**config.mk**
```make
export PLATFORM = sky130hd
export DESIGN_NAME = adc_input_route_control
export DESIGN_NICKNAME = d
export VERILOG_FILES = /design/src/design/route_ctrl_pkg.sv /design/src/design/conv_switch_drive.sv /design/src/design/adc_input_route_control.sv
export SDC_FILE = /design/constraint.sdc
export NUM_CORES = 1
export LEC_CHECK = 0
export BUFFER_PORTS_ARGS = -buffer_cell sky130_fd_sc_hd__buf_2
export CORE_AREA = 2 2 86 88
export CTS_BUF_LIST = sky130_fd_sc_hd__clkbuf_2
export CTS_CLUSTER_DIAMETER = 120
export CTS_CLUSTER_SIZE = 20
export DETAILED_ROUTE_END_ITERATION = 6
export DIE_AREA = 0 0 88 90
export HOLD_SLACK_MARGIN = 0.02
export PLACE_DENSITY = 0.48
export SETUP_SLACK_MARGIN = 0.1
export SLEW_MARGIN = 20
export SYNTH_ARGS = -nofsm -noshare
export SYNTH_HDL_FRONTEND = slang
export SYNTH_HIERARCHICAL = 1
export SYNTH_SLANG_ARGS = --single-unit
```
**constraint.sdc**
```tcl
create_clock -name mclk -period 1.4 [get_ports mclk]
set_input_delay 0.07 -clock mclk [delete_from_list [all_inputs] [get_ports mclk]]
set_output_delay 0.07 -clock mclk [all_outputs]
set_load 0.05 [all_outputs]
```
**src/design/route_ctrl_pkg.sv**
```systemverilog
package route_ctrl_pkg;

  // ----------------------------------------------------------------
  // Register map
  // ----------------------------------------------------------------
  localparam logic [7:0] CONV01_ROUTE_SELECT_OFS = 8'hc3;
  localparam logic [7:0] ROUTE_ENABLE_CONV2_SELECT_OFS = 8'hc4;
  localparam logic [7:0] CONV3_ROUTE_SELECT_OFS = 8'hf3;

  // ----------------------------------------------------------------
  // Field positions
  // ----------------------------------------------------------------
  localparam int CONV0_FIELD_LSB = 0;
  localparam int CONV1_FIELD_LSB = 4;
  localparam int CONV2_FIELD_LSB = 0;
  localparam int CONV3_FIELD_LSB = 4;
  localparam int MANUAL_ENABLE_BIT = 7;
  localparam int FIELD_WIDTH = 4;

  // Reset values are not defined for the part; zero keeps all switches open
  localparam logic [7:0] CONV01_ROUTE_SELECT_RST = 8'h00;
  localparam logic [7:0] ROUTE_ENABLE_CONV2_SELECT_RST = 8'h00;
  localparam logic [7:0] CONV3_ROUTE_SELECT_RST = 8'h00;

  // Writable bits; the others read as zero
  localparam logic [7:0] ROUTE_ENABLE_CONV2_SELECT_MASK = 8'h8f;
  localparam logic [7:0] CONV3_ROUTE_SELECT_MASK = 8'hf0;

  // ----------------------------------------------------------------
  // Select codes and channel layout
  // ----------------------------------------------------------------
  localparam logic [3:0] SEL_CH1 = 4'h1;
  localparam logic [3:0] SEL_CH2 = 4'h2;
  localparam logic [3:0] SEL_CH4 = 4'h4;
  localparam logic [3:0] SEL_CH5 = 4'h5;
  localparam logic [3:0] SEL_CH6 = 4'h6;
  localparam logic [3:0] SEL_CH3 = 4'hc;
  localparam int NUM_CHANNELS = 6;
  localparam int NUM_CONVERTERS = 4;

  // Bit n of the result closes the switch of analog input channel n+1
  function automatic logic [5:0] route_decode(input int conv, input logic [3:0] code);
    logic [5:0] sw;
    sw = 6'h00;
    case (code)
      SEL_CH1: sw = (conv == 0) ? 6'h01 : 6'h00;
      SEL_CH2: sw = (conv == 0 || conv == 2) ? 6'h02 : 6'h00;
      SEL_CH4: sw = 6'h08;
      SEL_CH5: sw = (conv != 3) ? 6'h10 : 6'h00;
      SEL_CH6: sw = (conv != 3) ? 6'h20 : 6'h00;
      SEL_CH3: sw = (conv == 0 || conv == 1) ? 6'h04 : 6'h00;
      default: sw = 6'h00;
    endcase
    return sw;
  endfunction : route_decode

endpackage : route_ctrl_pkg

```
**src/design/conv_switch_drive.sv**
```systemverilog
`timescale 1ns/10ps
`default_nettype none
module conv_switch_drive import route_ctrl_pkg::*; #(
  parameter int CONV = 0
) (
  input wire logic mclk,
  input wire logic nrst,
  input wire logic ce,
  input wire logic route_en,
  input wire logic [3:0] route_field,
  output logic [5:0] switch_q,
  output logic connected_q
);

  // ----------------------------------------------------------------
  // Switch decode
  // ----------------------------------------------------------------
  wire logic [5:0] switch_d;
  wire logic [5:0] decoded;

  generate
    if (CONV < 0 || CONV >= NUM_CONVERTERS) begin : g_bad_conv
      $error("conv_switch_drive: converter index out of range");
    end
  endgenerate

  assign decoded = route_decode(CONV, route_field);
  // gate when disabled
  assign switch_d = route_en ? decoded : 6'h00;

  // Registered so the analog switch lines never glitch on a field write
  always_ff @(posedge mclk or negedge nrst) begin
    if (!nrst) begin
      switch_q <= 6'h00;
      connected_q <= 1'b0;
    end else if (ce) begin
      switch_q <= switch_d;
      connected_q <= |switch_d;
    end
  end

endmodule : conv_switch_drive
`default_nettype wire

```
**src/design/adc_input_route_control.sv**
```systemverilog
`timescale 1ns/10ps
`default_nettype none
// Notes on behaviour
// Input routing is always driven from software-programmed select fields, never automatically.
// Bit 7 of the register at offset c4 is the manual routing enable that hands the switches to the fields.
// Only the analog switches are affected; format and standard selection stay with other blocks.
// Converter 0 field c3[3:0] connects channel 1,2,4,5,6,3 for codes 1,2,4,5,6,c.
// Converter 1 field c3[7:4] connects channel 4,5,6,3 for codes 4,5,6,c; codes 1 and 2 connect nothing.
// Converter 2 field c4[3:0] connects channel 2,4,5,6 for codes 2,4,5,6; codes 1 and c connect nothing.
// Converter 3 field f3[7:4] connects only channel 4 with code 4.
// Software must only program channel and converter pairs that the routing can reach.
// With the enable clear, field values are kept but no switch is closed.
module adc_input_route_control import route_ctrl_pkg::*; #(
  parameter int CHANNELS = NUM_CHANNELS,
  parameter int CONVERTERS = NUM_CONVERTERS
) (
  input wire logic mclk,
  input wire logic nrst,
  input wire logic ce,
  input wire logic [7:0] reg_addr,
  input wire logic reg_wr,
  input wire logic [7:0] reg_wdata,
  input wire logic reg_rd,
  output logic [7:0] reg_rdata,
  output logic reg_rvalid,
  output logic manual_route_enable,
  output logic [5:0] conv0_switch,
  output logic [5:0] conv1_switch,
  output logic [5:0] conv2_switch,
  output logic [5:0] conv3_switch,
  output logic [3:0] conv_connected
);

  // ----------------------------------------------------------------
  // Elaboration checks
  // ----------------------------------------------------------------
  generate
    if (CHANNELS != NUM_CHANNELS || CONVERTERS != NUM_CONVERTERS) begin : g_bad_size
      $error("adc_input_route_control: only six channels and four converters are wired");
    end
  endgenerate

  // ----------------------------------------------------------------
  // Register file
  // ----------------------------------------------------------------
  logic [7:0] conv01_route_select_q;
  logic [7:0] route_enable_conv2_select_q;
  logic [7:0] conv3_route_select_q;
  logic [7:0] reg_rdata_q;
  logic reg_rvalid_q;

  wire logic hit_c3;
  wire logic hit_c4;
  wire logic hit_f3;
  wire logic [7:0] rd_mux;

  assign hit_c3 = (reg_addr == CONV01_ROUTE_SELECT_OFS);
  assign hit_c4 = (reg_addr == ROUTE_ENABLE_CONV2_SELECT_OFS);
  assign hit_f3 = (reg_addr == CONV3_ROUTE_SELECT_OFS);

  // Unmapped addresses read as zero and ignore writes
  assign rd_mux = hit_c3 ? conv01_route_select_q :
                  hit_c4 ? route_enable_conv2_select_q :
                  hit_f3 ? conv3_route_select_q : 8'h00;

  // software-owned select fields
  always_ff @(posedge mclk or negedge nrst) begin
    if (!nrst) begin
      conv01_route_select_q <= CONV01_ROUTE_SELECT_RST;
    end else if (ce && reg_wr && hit_c3) begin
      conv01_route_select_q <= reg_wdata;
    end
  end

  // enable bit shares c4 with converter 2
  always_ff @(posedge mclk or negedge nrst) begin
    if (!nrst) begin
      route_enable_conv2_select_q <= ROUTE_ENABLE_CONV2_SELECT_RST;
    end else if (ce && reg_wr && hit_c4) begin
      route_enable_conv2_select_q <= reg_wdata & ROUTE_ENABLE_CONV2_SELECT_MASK;
    end
  end

  always_ff @(posedge mclk or negedge nrst) begin
    if (!nrst) begin
      conv3_route_select_q <= CONV3_ROUTE_SELECT_RST;
    end else if (ce && reg_wr && hit_f3) begin
      conv3_route_select_q <= reg_wdata & CONV3_ROUTE_SELECT_MASK;
    end
  end

  always_ff @(posedge mclk or negedge nrst) begin
    if (!nrst) begin
      reg_rdata_q <= 8'h00;
      reg_rvalid_q <= 1'b0;
    end else if (ce) begin
      reg_rvalid_q <= reg_rd;
      if (reg_rd) begin
        reg_rdata_q <= rd_mux;
      end
    end
  end

  assign reg_rdata = reg_rdata_q;
  assign reg_rvalid = reg_rvalid_q;

  // ----------------------------------------------------------------
  // Switch control
  // ----------------------------------------------------------------
  wire logic route_en;
  wire logic [3:0] conv0_route_field;
  wire logic [3:0] conv1_route_field;
  wire logic [3:0] conv2_route_field;
  wire logic [3:0] conv3_route_field;
  wire logic [3:0] field_arr [NUM_CONVERTERS];
  wire logic [5:0] switch_arr [NUM_CONVERTERS];
  wire logic [3:0] conn_w;

  // manual enable bit
  assign route_en = route_enable_conv2_select_q[MANUAL_ENABLE_BIT];
  assign conv0_route_field = conv01_route_select_q[CONV0_FIELD_LSB +: FIELD_WIDTH];
  assign conv1_route_field = conv01_route_select_q[CONV1_FIELD_LSB +: FIELD_WIDTH];
  assign conv2_route_field = route_enable_conv2_select_q[CONV2_FIELD_LSB +: FIELD_WIDTH];
  assign conv3_route_field = conv3_route_select_q[CONV3_FIELD_LSB +: FIELD_WIDTH];
  assign field_arr[0] = conv0_route_field;
  assign field_arr[1] = conv1_route_field;
  assign field_arr[2] = conv2_route_field;
  assign field_arr[3] = conv3_route_field;

  // nothing here touches format or standard selection
  // unreachable pairs simply leave the converter open
  generate
    for (genvar g = 0; g < NUM_CONVERTERS; g++) begin : g_conv
      conv_switch_drive #(
        .CONV(g)
      ) u_drive (
        .mclk(mclk),
        .nrst(nrst),
        .ce(ce),
        .route_en(route_en),
        .route_field(field_arr[g]),
        .switch_q(switch_arr[g]),
        .connected_q(conn_w[g])
      );
    end
  endgenerate

  assign manual_route_enable = route_en;
  assign conv_connected = conn_w;
  assign conv0_switch = switch_arr[0];
  assign conv1_switch = switch_arr[1];
  assign conv2_switch = switch_arr[2];
  assign conv3_switch = switch_arr[3];

  wire logic upd;
  assign upd = ce && route_en;
endmodule : adc_input_route_control
`default_nettype wire

```
==> results.md, run 1 <==
* Status: finished clean
* Area growth from synthesis to layout at 28.2%
* Hold wc startpoint: reg_rd
* DIE AREA at 0.00792 mm²
* Pwr Total at 2100 µW
* Share of layout cells above drive strength 1 at 38.8%
* Root buffer cell: clkbuf_2
* Pin count of the biggest net entering global routing at 25
* DP Cell Count at 336
* Max incr delay on CP at between 500 and 600 ps
* Pre-antenna DRT Iters at 4
* Vias in the first global route at 1,547
* CTS buffer count at 5
* Mapped Cells at 182
* Post-synth cell types at 37
* Worst-Skew Late Latency at ~400 ps
* WHS Endpoint: reg_rdata[6]
* CTS tree: built
* Post-CTS Resized at 0
* Reg clk slew, reported paths at around 220 ps
* IO Count at between 50 and 60
* Reg2Reg Depth at 4
* Residual DRC at 0
* H-tree levels at 2
* CTS sink count at 44
* Worst clock skew at 10.6 ps
* TNS Setup at 0 ps
* Final Max Slew Viols at 0
* CP top delay family: buffers and inverters
* Total gr overflow at 0
* Die width at 88 µm
* Unrepaired setup endpoints after global routing: no
* Crit path launch type: primary input
* Routability Congestion at 0.715
* R2r setup slk at 240 ps
* CP bufs+invs at 3
* Asr flop ratio synth at 100%
* Register area at approximately 0.0011 mm²
* Worst VDD drop at 0.252 mV
* Hold Path Depth at 5
* Fillers at ~720
* Placeable Area at 0.00702 mm²
* Total of max-cap violations at 0
* CP required at roughly 1700 ps
* Cell Rows at 31
* Multi-input logic area at 811 µm²
* Dpl hpwl at 3400 µm
* Critical path class: in2reg
* CP Capture Type: flop
* Synth warn at 6
* Final cell count without fillers at 357
* CP Data Arrival Time at roughly 1500 ps
* LEAKAGE at 0.00124 µW
* Pre-CTS WS at -30.5 ps
* Ys flop type: dfrtp_1
* Final setup violation count at 0
* Sequential fraction of the synthesis area at 53.6%
* Ant diodes at 0
* Tcrit/Tclk final at 85.5%
* Nets at 278
* Max Fclk at 835 MHz
* HP Class: in2reg
* CP max FO at 5
* Gr usage total at 12.5%
* Register bit total from synthesis at 44
* Routed Antenna Nets at 0
* Post-Syn Area at 0.00205 mm²
* Clock Path Buffers at 2
* DR iter-0 viols at 48
* Vias post-DR at 1,555
* R2r startpoint: route_enable_conv2_select_q[7]
* Vias per inst at 4.36
* Hold Fails Final Rpt at 0
* Power Dens Cells at 798 mW/mm²
* Final wirelength at approximately 4600 µm
* Post-synthesis average cell area at 11.3 µm²
* Final worst slack at 202 ps
* Starting Density at between 20 and 30%
* Initial antenna violation count at 0
* Post-layout minimum cycle time at 1200 ps
* First-pass GRT wire length at 7740 µm
* Chip height at 90 µm
* EDFF count, synth at 0
* Critical path cell sequence: dlygate4sd3_1, buf_2, nand3_1, buf_4, nor2_4, mux2_2
* Detail-routed net length per standard cell at 13.0 µm
* Port buffer count at a little under 50
* Crit-path slowest cell: dlygate4sd3_1
* R2R Path End: g_conv[0].u_drive/switch_q[3]
[cells in the mapped netlist (all sizes together) (6+ instances only)]
| cell | n | share of area [%] |
|---|---|---|
| nand2b | 6 | 1.8 |
| nor2 | 10 | 2.7 |
| o22ai | 7 | 2.1 |
| nand2 | 15 | 2.7 |
| a22oi | 7 | 2.6 |
| mux2 | 17 | 9.3 |
| inv | 20 | 3.7 |
| o21ai | 8 | 2.0 |
| dfrtp | 44 | 54 |
| buf | 12 | 4.1 |
| o32ai | 7 | 3.0 |
[stage by stage]
step                instance area, µm²  util [%]  hold WS (ps)
finish                            2630      37.5           111
global placement                  2470      35.1         -76.8
CTS                               2630      37.5          84.6
floorplan                         2080         -          -226
detailed placement                2470      35.1         -75.7
global route                      2630      37.5          98.3
[metal layers]
layer  GRT usage, %  up-vias  routed length (µm)
met4           3.85        0                  65
met5              0        -                   0
li1               -      773                   -
met1           17.8      735                2300
met3           3.49        7                 240
met2           18.5       40                2020
[registers in the layout, summed over array words and instances (netlist names)]
register and cells:
conv01_route_select_q 8, conv3_route_select_q 4, g_conv.u_drive/connected_q 3, g_conv.u_drive/switch_q 15
reg_rdata 8, reg_rvalid 1, route_enable_conv2_select_q 5
[how the worst max path moves through the flow]
stage                                              start                              to  cells past startpoint
after CTS                 route_enable_conv2_select_q[7]             manual_route_enable                      1
after global placement                       reg_addr[0]  route_enable_conv2_select_q[7]                      4
after global routing      route_enable_conv2_select_q[7]             manual_route_enable                      1
final                                                 ce  route_enable_conv2_select_q[7]                      6
after floorplan                              reg_addr[2]         conv3_route_select_q[4]                      5
after detailed placement                     reg_addr[5]  route_enable_conv2_select_q[1]                      6
[cells in the final DEF, fill, tap and decap left out, types with 2 or more instances in the layout]
cell | Yosys | layout
nand3b_1 | 2 | 2
o21ai_0 | 8 | 8
conb_1 | 3 | 9
nand2b_1 | 6 | 6
mux2_2 | 17 | 17
nand2_1 | 15 | 15
dfrtp_1 | 44 | 43
dlygate4sd3_1 | 0 | 11
a22oi_1 | 7 | 7
inv_1 | 20 | 20
nor2_4 | 2 | 2
o22ai_1 | 7 | 7
o32ai_1 | 7 | 7
clkbuf_2 | 0 | 5
buf_2 | 2 | 49
nor2_1 | 7 | 7
nand3_1 | 3 | 3
buf_4 | 10 | 14
nand4b_1 | 2 | 2
clkinv_2 | 0 | 2
[area by class of cell]
class	count	area share (%)
sequential	44	41.9
multi-input combinational	111	30.8
timing repair buffer	75	18.3
tap	99	4.71
inverter	20	2.85
clock buffer	5	0.951
clock inverter	3	0.523
[cell families after synthesis]
logic type                 share of synthesized area, %
buffers and inverters                              7.98
DFF                                                53.6
other                                             0.548
muxes                                              9.81
and+or+nand+nor                                    14.2
adders and majority gates                         0.548
AOI/OAI and AO/OA                                  13.3
[timing repair]
item | CTS | global route
setup endpoints to repair | 1 | 0
setup buffers | 2 | 0
hold endpoints to repair | 65 | 0
hold buffers | 11 | 0
[tightest hold or removal path: cells and delay by family]
kind                   cells  cell delay [ps]
buffers and inverters      2              260
AND/OR/NAND/NOR            2              110
AO/OA/AOI/OAI              1               60
[report_power, final]
group	switching, µW	internal, µW	total, µW
combinational	163	97.2	260
sequential	20.3	1290	1310
clock	417	112	529
No activity file was read; power rests on OpenSTA's default activity.
==> run 2, diff against run 1 <==
--- a/config.mk
+++ b/config.mk
@@ -6,17 +6,17 @@
 export NUM_CORES = 1
 export LEC_CHECK = 0
 export BUFFER_PORTS_ARGS = -buffer_cell sky130_fd_sc_hd__buf_2
-export CORE_AREA = 2 2 86 88
+export CORE_AREA = 2 2 87 89
 export CTS_BUF_LIST = sky130_fd_sc_hd__clkbuf_2
 export CTS_CLUSTER_DIAMETER = 120
 export CTS_CLUSTER_SIZE = 20
 export DETAILED_ROUTE_END_ITERATION = 6
-export DIE_AREA = 0 0 88 90
+export DIE_AREA = 0 0 89 91
 export HOLD_SLACK_MARGIN = 0.02
 export PLACE_DENSITY = 0.48
+export REMOVE_ABC_BUFFERS = 1
 export SETUP_SLACK_MARGIN = 0.1
 export SLEW_MARGIN = 20
 export SYNTH_ARGS = -nofsm -noshare
 export SYNTH_HDL_FRONTEND = slang
-export SYNTH_HIERARCHICAL = 1
 export SYNTH_SLANG_ARGS = --single-unit
==> run 2 against run 1 <==
Against the previous run:
- first-iteration DRC count increased by 10%
- worst setup slack improved by 1.7 ps
- utilization down 1.2 points
- largest power group unchanged
- critical path type is now reg2reg
- synthesized cell count is 3.8% lower
- routed wire length rose by 4.0%
==> results.md, run 2 <==
* DR iter-0 viols at 53 (+10%)
* DIE AREA at 0.00810 mm² (+2.3%)
* Top-count cell post-synth: dfrtp_1
* Reg2Reg Depth at 3 (-1)
* Total gr overflow at 0 (unchanged)
* R2r setup slk at 200 ps (-40 ps)
* Post-layout minimum cycle time at 1200 ps (-1.73 ps)
* Starting Density at 29.0% (-0.25 points)
* Die width at 89 µm (+1.1%)
* LEAKAGE at 0.00128 µW (+3.1%)
* Final setup violation count at 0 (unchanged)
* Routed Antenna Nets at 0 (unchanged)
* Pin count of the biggest net entering global routing at 18 (-28%)
* CTS sink count at 44 (unchanged)
* Unrepaired setup endpoints after global routing: no
* Total of max-cap violations at 0 (unchanged)
* Root buffer cell: clkbuf_2
* Post-synth top cells: 44 x dfrtp_1, 18 x mux2_2, 16 x buf_4
* Synth warn at 0 (-6)
* Pwr Total at 2460 µW (+17%)
* Residual DRC at 0 (unchanged)
* Post-Syn Area at 0.00207 mm² (+0.79%)
* IO Count at 59 (unchanged)
* Post-synthesis average cell area at 11.8 µm² (+4.8%)
* Status: finished clean
* Area growth from synthesis to layout at 25.3%
* EDFF count, synth at 0 (unchanged)
* Tcrit/Tclk final at 85.4% (-0.12 points)
* Commonest cells after routing, fill and taps aside: 49 x buf_2, 43 x dfrtp_1, 18 x mux2_2
* Vias per inst at 4.53 (+4.1%)
* CP required at 1730 ps (about the same)
* Max Fclk at 836 MHz (+0.14%)
* CP Data Arrival Time at 1530 ps (about the same)
* Vias post-DR at 1,532 (-1.5%)
* CP Capture Type: flop
* Nets at 259 (-6.8%)
* Worst VDD drop at 0.486 mV (+93%)
* Asr flop ratio synth at 100% (unchanged)
* Post-synth cell types at 36 (-2.7%)
* Initial antenna violation count at 0 (unchanged)
* Chip height at 91 µm (+1.1%)
* Clock Path Buffers at 2 (unchanged)
* R2r startpoint: route_enable_conv2_select_q[7]
* CTS tree: built
* Detail-routed net length per standard cell at 14.2 µm (+9.9%)
* CP max FO at 10 (+5)
* Ant diodes at 0 (unchanged)
* Sequential fraction of the synthesis area at 53.2% (-0.42 points)
* Power Dens Cells at 948 mW/mm² (+19%)
* Leading area contributor after synthesis: dfrtp_1
* Pre-antenna DRT Iters at 4 (unchanged)
* Register bit total from synthesis at 44 (unchanged)
* Mapped Cells at 175 (-3.8%)
* Final Core Density at 36.3% (-1.2 points)
* CTS buffer count at 5 (unchanged)
* Worst clock skew at 30.3 ps (+19.7 ps)
* Vias in the first global route at 1,491 (-3.6%)
* H-tree levels at 2 (unchanged)
* Placeable Area at 0.00714 mm² (+1.7%)
* Ys flop type: dfrtp_1
* Register with the most flip-flops: g_conv.u_drive.switch_q
* Final wirelength at 4820 µm (+4.0%)
* Final Max Slew Viols at 0 (unchanged)
* Most common cell after layout, fill and taps aside: buf_2
* Synth area leaders: dfrtp_1 53%, mux2_2 9.8%, buf_4 5.8%, nand3_1 3.6%, o2bb2ai_1 3.0%
* Max FFs per register at 15 (unchanged)
* Share of layout cells above drive strength 1 at 39.3% (+0.57 points)
* First-pass GRT wire length at 7850 µm (+1.3%)
* Port buffer count at 49 (unchanged)
* Post-synth top area share at 53.2% (-0.42 points)
* Hold Fails Final Rpt at 0 (unchanged)
* Dpl hpwl at 3560 µm (+4.7%)
* Reg clk slew, reported paths at 220 ps (about the same)
* Cell Rows at 31 (unchanged)
* Critical path class: reg2reg
* Routability Congestion at 0.722 (+1.0%)
* Gr usage total at 12.8% (+0.23 points)
* Crit path launch type: flop
* HP Class: in2async
* R2R Path End: g_conv[2].u_drive.switch_q[5]
* Worst-Skew Late Latency at 420 ps (+20 ps)
==> run 2: changes by cell type in the layout (fill, tap and decap cells not counted), moves of 7 or more <==
cell	delta
inv_1	-13
nand2_1	-10
a22oi_1	-7
o2bb2ai_1	+7
o22ai_1	-7
nand3_1	+12
==> run 2: logic make-up after synthesis <==
group,Yosys count,synth area share (%)
simple gates,50,16.1
flops,44,53.2
compound gates,32,12.2
buf+inv,30,8.59
mux,18,9.79
other cells,1,0.181
==> run 2: layout make-up <==
| type | instances | area [µm²] |
|---|---|---|
| Clock inverter | 2 | 35.0 |
| Tap cell | 99 | 124 |
| Timing Repair Buffer | 71 | 448 |
| Inverter | 7 | 26.3 |
| Multi-Input combinational cell | 109 | 827 |
| Sequential cell | 44 | 1100 |
| Clock buffer | 6 | 30.0 |
| Fill cell | 754 | 4540 |
==> run 2: where the power goes <==
part	total [µW]	internal [µW]	leakage (µW)	switching (µW)
combinational	388	116	0.000639	272
clock	727	307	0.0000430	420
sequential	1340	1310	0.000596	31.1
total	2460	1740	0.00128	723
==> run 2: timing repair <==
action | 4_1_cts | 5_1_grt
buffers inserted | 1 | 0
setup endpoints to repair | 1 | 0
endpoints found under the hold margin | 62 | 0
resized for setup | 1 | 0
hold buffers | 10 | 0
==> run 2: critical path: stages (launching register included) <==
cell and delay [ps]:
dfrtp_2 450, buf_4 180, and3b_1 240, a32o_1 260
==> run 2: worst max path at each step <==
| stage | from | slack [ps] | to | cells past startpoint |
|---|---|---|---|---|
| after floorplan | reg_addr[7] | -950 | conv01_route_select_q[0] | 3 |
| after detailed placement | reg_addr[3] | 70 | conv01_route_select_q[5] | 5 |
| final | route_enable_conv2_select_q[7] | 200 | g_conv[2].u_drive.switch_q[5] | 3 |
| after global placement | reg_addr[3] | 80 | conv3_route_select_q[4] | 4 |
| after CTS | reg_rdata[6] | 200 | reg_rdata[6] | 1 |
| after global routing | g_conv[2].u_drive.switch_q[3] | 140 | conv2_switch[3] | 1 |
==> run 2: per-stage QoR <==
step / setup slack [ps] / cells / hold slack (ps) / TNS [ps] / instance area (µm²)
4_1_cts: 196 / 338 / 55.4 / 0 / 2590
6_report: 204 / 338 / 74.5 / 0 / 2590
2_1_floorplan: -946 / 160 / -226 / -17520 / 1950
3_5_place_dp: 72.0 / 319 / 16.5 / 0 / 2420
5_1_grt: 136 / 338 / 31.9 / 0 / 2590
3_3_place_gp: 80.1 / 319 / 12.2 / 0 / 2420
==> run 2: routing by layer <==
layer	global-route usage, %	part of all wire (%)	wire length (µm)
met3	3.73	4.9	237
met2	18.4	44	2140
met1	18.7	50	2390
met5	0	0	0
met4	3.36	1.1	53
==> run 3, diff against run 2 <==
--- a/config.mk
+++ b/config.mk
@@ -6,12 +6,13 @@
 export NUM_CORES = 1
 export LEC_CHECK = 0
 export BUFFER_PORTS_ARGS = -buffer_cell sky130_fd_sc_hd__buf_2
-export CORE_AREA = 2 2 87 89
+export CORE_AREA = 2 2 74 104
 export CTS_BUF_LIST = sky130_fd_sc_hd__clkbuf_2
 export CTS_CLUSTER_DIAMETER = 120
 export CTS_CLUSTER_SIZE = 20
 export DETAILED_ROUTE_END_ITERATION = 6
-export DIE_AREA = 0 0 89 91
+export DIE_AREA = 0 0 76 106
+export GPL_ROUTABILITY_DRIVEN = 0
 export HOLD_SLACK_MARGIN = 0.02
 export PLACE_DENSITY = 0.48
 export REMOVE_ABC_BUFFERS = 1
==> constraint.sdc (replaced) <==
create_clock -name mclk -period 1.4 [get_ports mclk]
set_input_delay 0.07 -clock mclk [delete_from_list [all_inputs] [get_ports mclk]]
set_output_delay 0.07 -clock mclk [all_outputs]
set_load 0.01 [all_outputs]
==> run 3 against run 2 <==
Against the previous run:
- cell area down 1.6%
- clock-buffer cell count down 1
- non-clock buffer count down 1
- highest routed layer unchanged
- cell count down 1.2%
- critical path type is now reg2out
- via count up 0.85%
==> results.md, run 3 (same netlist as run 2, synthesis figures left out) <==
* Register area at 0.00110 mm² (unchanged)
* Initial antenna violation count at 0 (unchanged)
* Post-layout minimum cycle time at 1190 ps (-6.90 ps)
* Port buffer count at 49 (unchanged)
* Final Max Slew Viols at 0 (unchanged)
* Gr usage total at 12.8% (+0.033 points)
* Multi-input logic area at 827 µm² (unchanged)
* Final Core Density at 35.5% (-0.79 points)
* Register with the most flip-flops: g_conv.u_drive.switch_q
* H-tree levels at 2 (unchanged)
* Hold Fails Final Rpt at 0 (unchanged)
* Vias post-DR at 1,545 (+0.85%)
* Sw power at 577 µW (-20%)
* Reg2Reg Depth at 2 (-1)
* Reg clk slew, reported paths at 210 ps (about the same)
* Max FFs per register at 15 (unchanged)
* DR iter-0 viols at 60 (+13%)
* Vias in the first global route at 1,636 (+9.7%)
* TNS Setup at 0 ps (unchanged)
* LEAKAGE at 0.00126 µW (-1.8%)
* R2r startpoint: route_enable_conv2_select_q[7]
* Hold wc startpoint: reg_wr
* IO Count at 59 (unchanged)
* Final wirelength at 4760 µm (-1.1%)
* Status: finished clean
* Fillers at 757 (+0.40%)
* CTS tree: built
* Ant diodes at 0 (unchanged)
* CP top delay family: flip-flops
* First-pass GRT wire length at 8060 µm (+2.7%)
* Routed Antenna Nets at 0 (unchanged)
* Int Pwr at 1530 µW (-12%)
* DIE AREA at 0.00806 mm² (-0.53%)
* Commonest cells after routing, fill and taps aside: 49 x buf_2, 43 x dfrtp_1, 18 x mux2_2
* Total of max-cap violations at 0 (unchanged)
* Nets at 258 (-0.39%)
* Crit-path slowest cell: dfrtp_2
* Critical path cell sequence: buf_2
* Clock Path Buffers at 2 (unchanged)
* Pre-antenna DRT Iters at 4 (unchanged)
* Pin count of the biggest net entering global routing at 29 (+11)
* Cell Rows at 37 (+19%)
* CP Data Arrival Time at 1120 ps (-410 ps)
* Critical path class: reg2out
* Most common cell after layout, fill and taps aside: buf_2
* Max incr delay on CP at 550 ps (+100 ps)
* Clock power frac at 24.0% (-5.6 points)
* CTS buffer count at 5 (unchanged)
* Final setup violation count at 0 (unchanged)
* Tcrit/Tclk final at 84.9% (-0.49 points)
* Residual DRC at 0 (unchanged)
* R2r setup slk at 250 ps (+50 ps)
* Placeable Area at 0.00718 mm² (+0.54%)
* Comb pwr share at 12.1% (-3.7 points)
* Hold Path Depth at 3
* CP required at 1330 ps (-400 ps)
* HP Class: in2reg
* Detail-routed net length per standard cell at 14.3 µm (about the same)
* Die width at 76 µm (-15%)
* Area growth from synthesis to layout at 23.2%
* Root buffer cell: clkbuf_2
* Sw frac at 27.4% (-2.0 points)
* Crit path launch type: flop
* Worst-Skew Late Latency at 390 ps (-30 ps)
* Max Fclk at 841 MHz (+0.58%)
* Hold Worst Slack at 94.1 ps (+19.6 ps)
* Dpl hpwl at 3580 µm (+0.58%)
* Chip height at 106 µm (+16%)
* Worst VDD drop at 0.296 mV (-39%)
* WHS Endpoint: route_enable_conv2_select_q[1]
* Share of layout cells above drive strength 1 at 38.0% (-1.4 points)
* Vias per inst at 4.63 (+2.1%)
* CP Capture Type: output port
* Starting Density at 28.8% (-0.16 points)
* Post-CTS setup buffers at 0 (-1)
* Worst clock skew at 10.3 ps (-20.0 ps)
* Power Dens Cells at 826 mW/mm² (-13%)
* R2R Path End: g_conv[2].u_drive.switch_q[4]
* CP max FO at 11 (+1)
* CTS sink count at 44 (unchanged)
* Unrepaired setup endpoints after global routing: no
* CP bufs+invs at 1 (unchanged)
* Total gr overflow at 0 (unchanged)
* Seq pwr share at 63.9% (+9.3 points)
==> run 3: power groups by stage <==
stage          sequential, µW  combinational, µW  clock [µW]
4_1_cts                  1350                262         531
3_3_place_gp             1370                238           0
2_1_floorplan            1370               81.2           0
5_1_grt                  1350                286         595
6_report                 1340                256         505
3_5_place_dp             1370                240           0
==> run 3: worst register-to-register path, cell delays in order, from the launching register on <==
cell and delay (ps):
dfrtp_2 550, and3b_1 270, a32o_1 260
==> run 3: worst max path at each step <==
| stage | cells after the start | start | end |
|---|---|---|---|
| floorplan | 3 | reg_addr[7] | conv01_route_select_q[0] |
| global placement | 5 | reg_addr[4] | conv01_route_select_q[2] |
| detailed placement | 5 | reg_addr[4] | conv01_route_select_q[0] |
| CTS | 1 | route_enable_conv2_select_q[7] | manual_route_enable |
| global route | 1 | route_enable_conv2_select_q[7] | manual_route_enable |
| finish | 1 | route_enable_conv2_select_q[7] | manual_route_enable |
==> run 3: repair_timing <==
item                                    in CTS  in global routing
endpoints found under the setup margin       1                  0
hold endpoints to repair                    62                  0
resized for setup                            1                  0
hold buffers                                10                  0
==> run 3: area by class of cell <==
cell class              count  share of cell area [%]
flip-flops and latches     44                    43.2
clock inverters             2                   0.294
repair buffers             70                    17.3
multi-input cells         109                    32.4
inverters                   7                    1.03
clock buffers               5                   0.981
well taps                  97                    4.76
==> run 3: metrics by stage <==
stage,area [µm²],setup WS (ps),cells,total power [µW]
after global placement,2420,23.5,317,1610
final,2550,211,334,2110
after CTS,2550,174,334,2140
after floorplan,1950,-946,160,1450
after detailed placement,2420,23.7,317,1610
after global routing,2550,116,334,2230
==> run 3: layer usage <==
layer	global-route usage, %	part of all wire, %	wire [µm]	up-vias
met5	0	0	0	-
met2	23.9	55	2600	38
met4	4.29	1.1	53	0
met3	3.06	3.8	179	5
met1	14.2	41	1930	757
li1	-	-	-	745
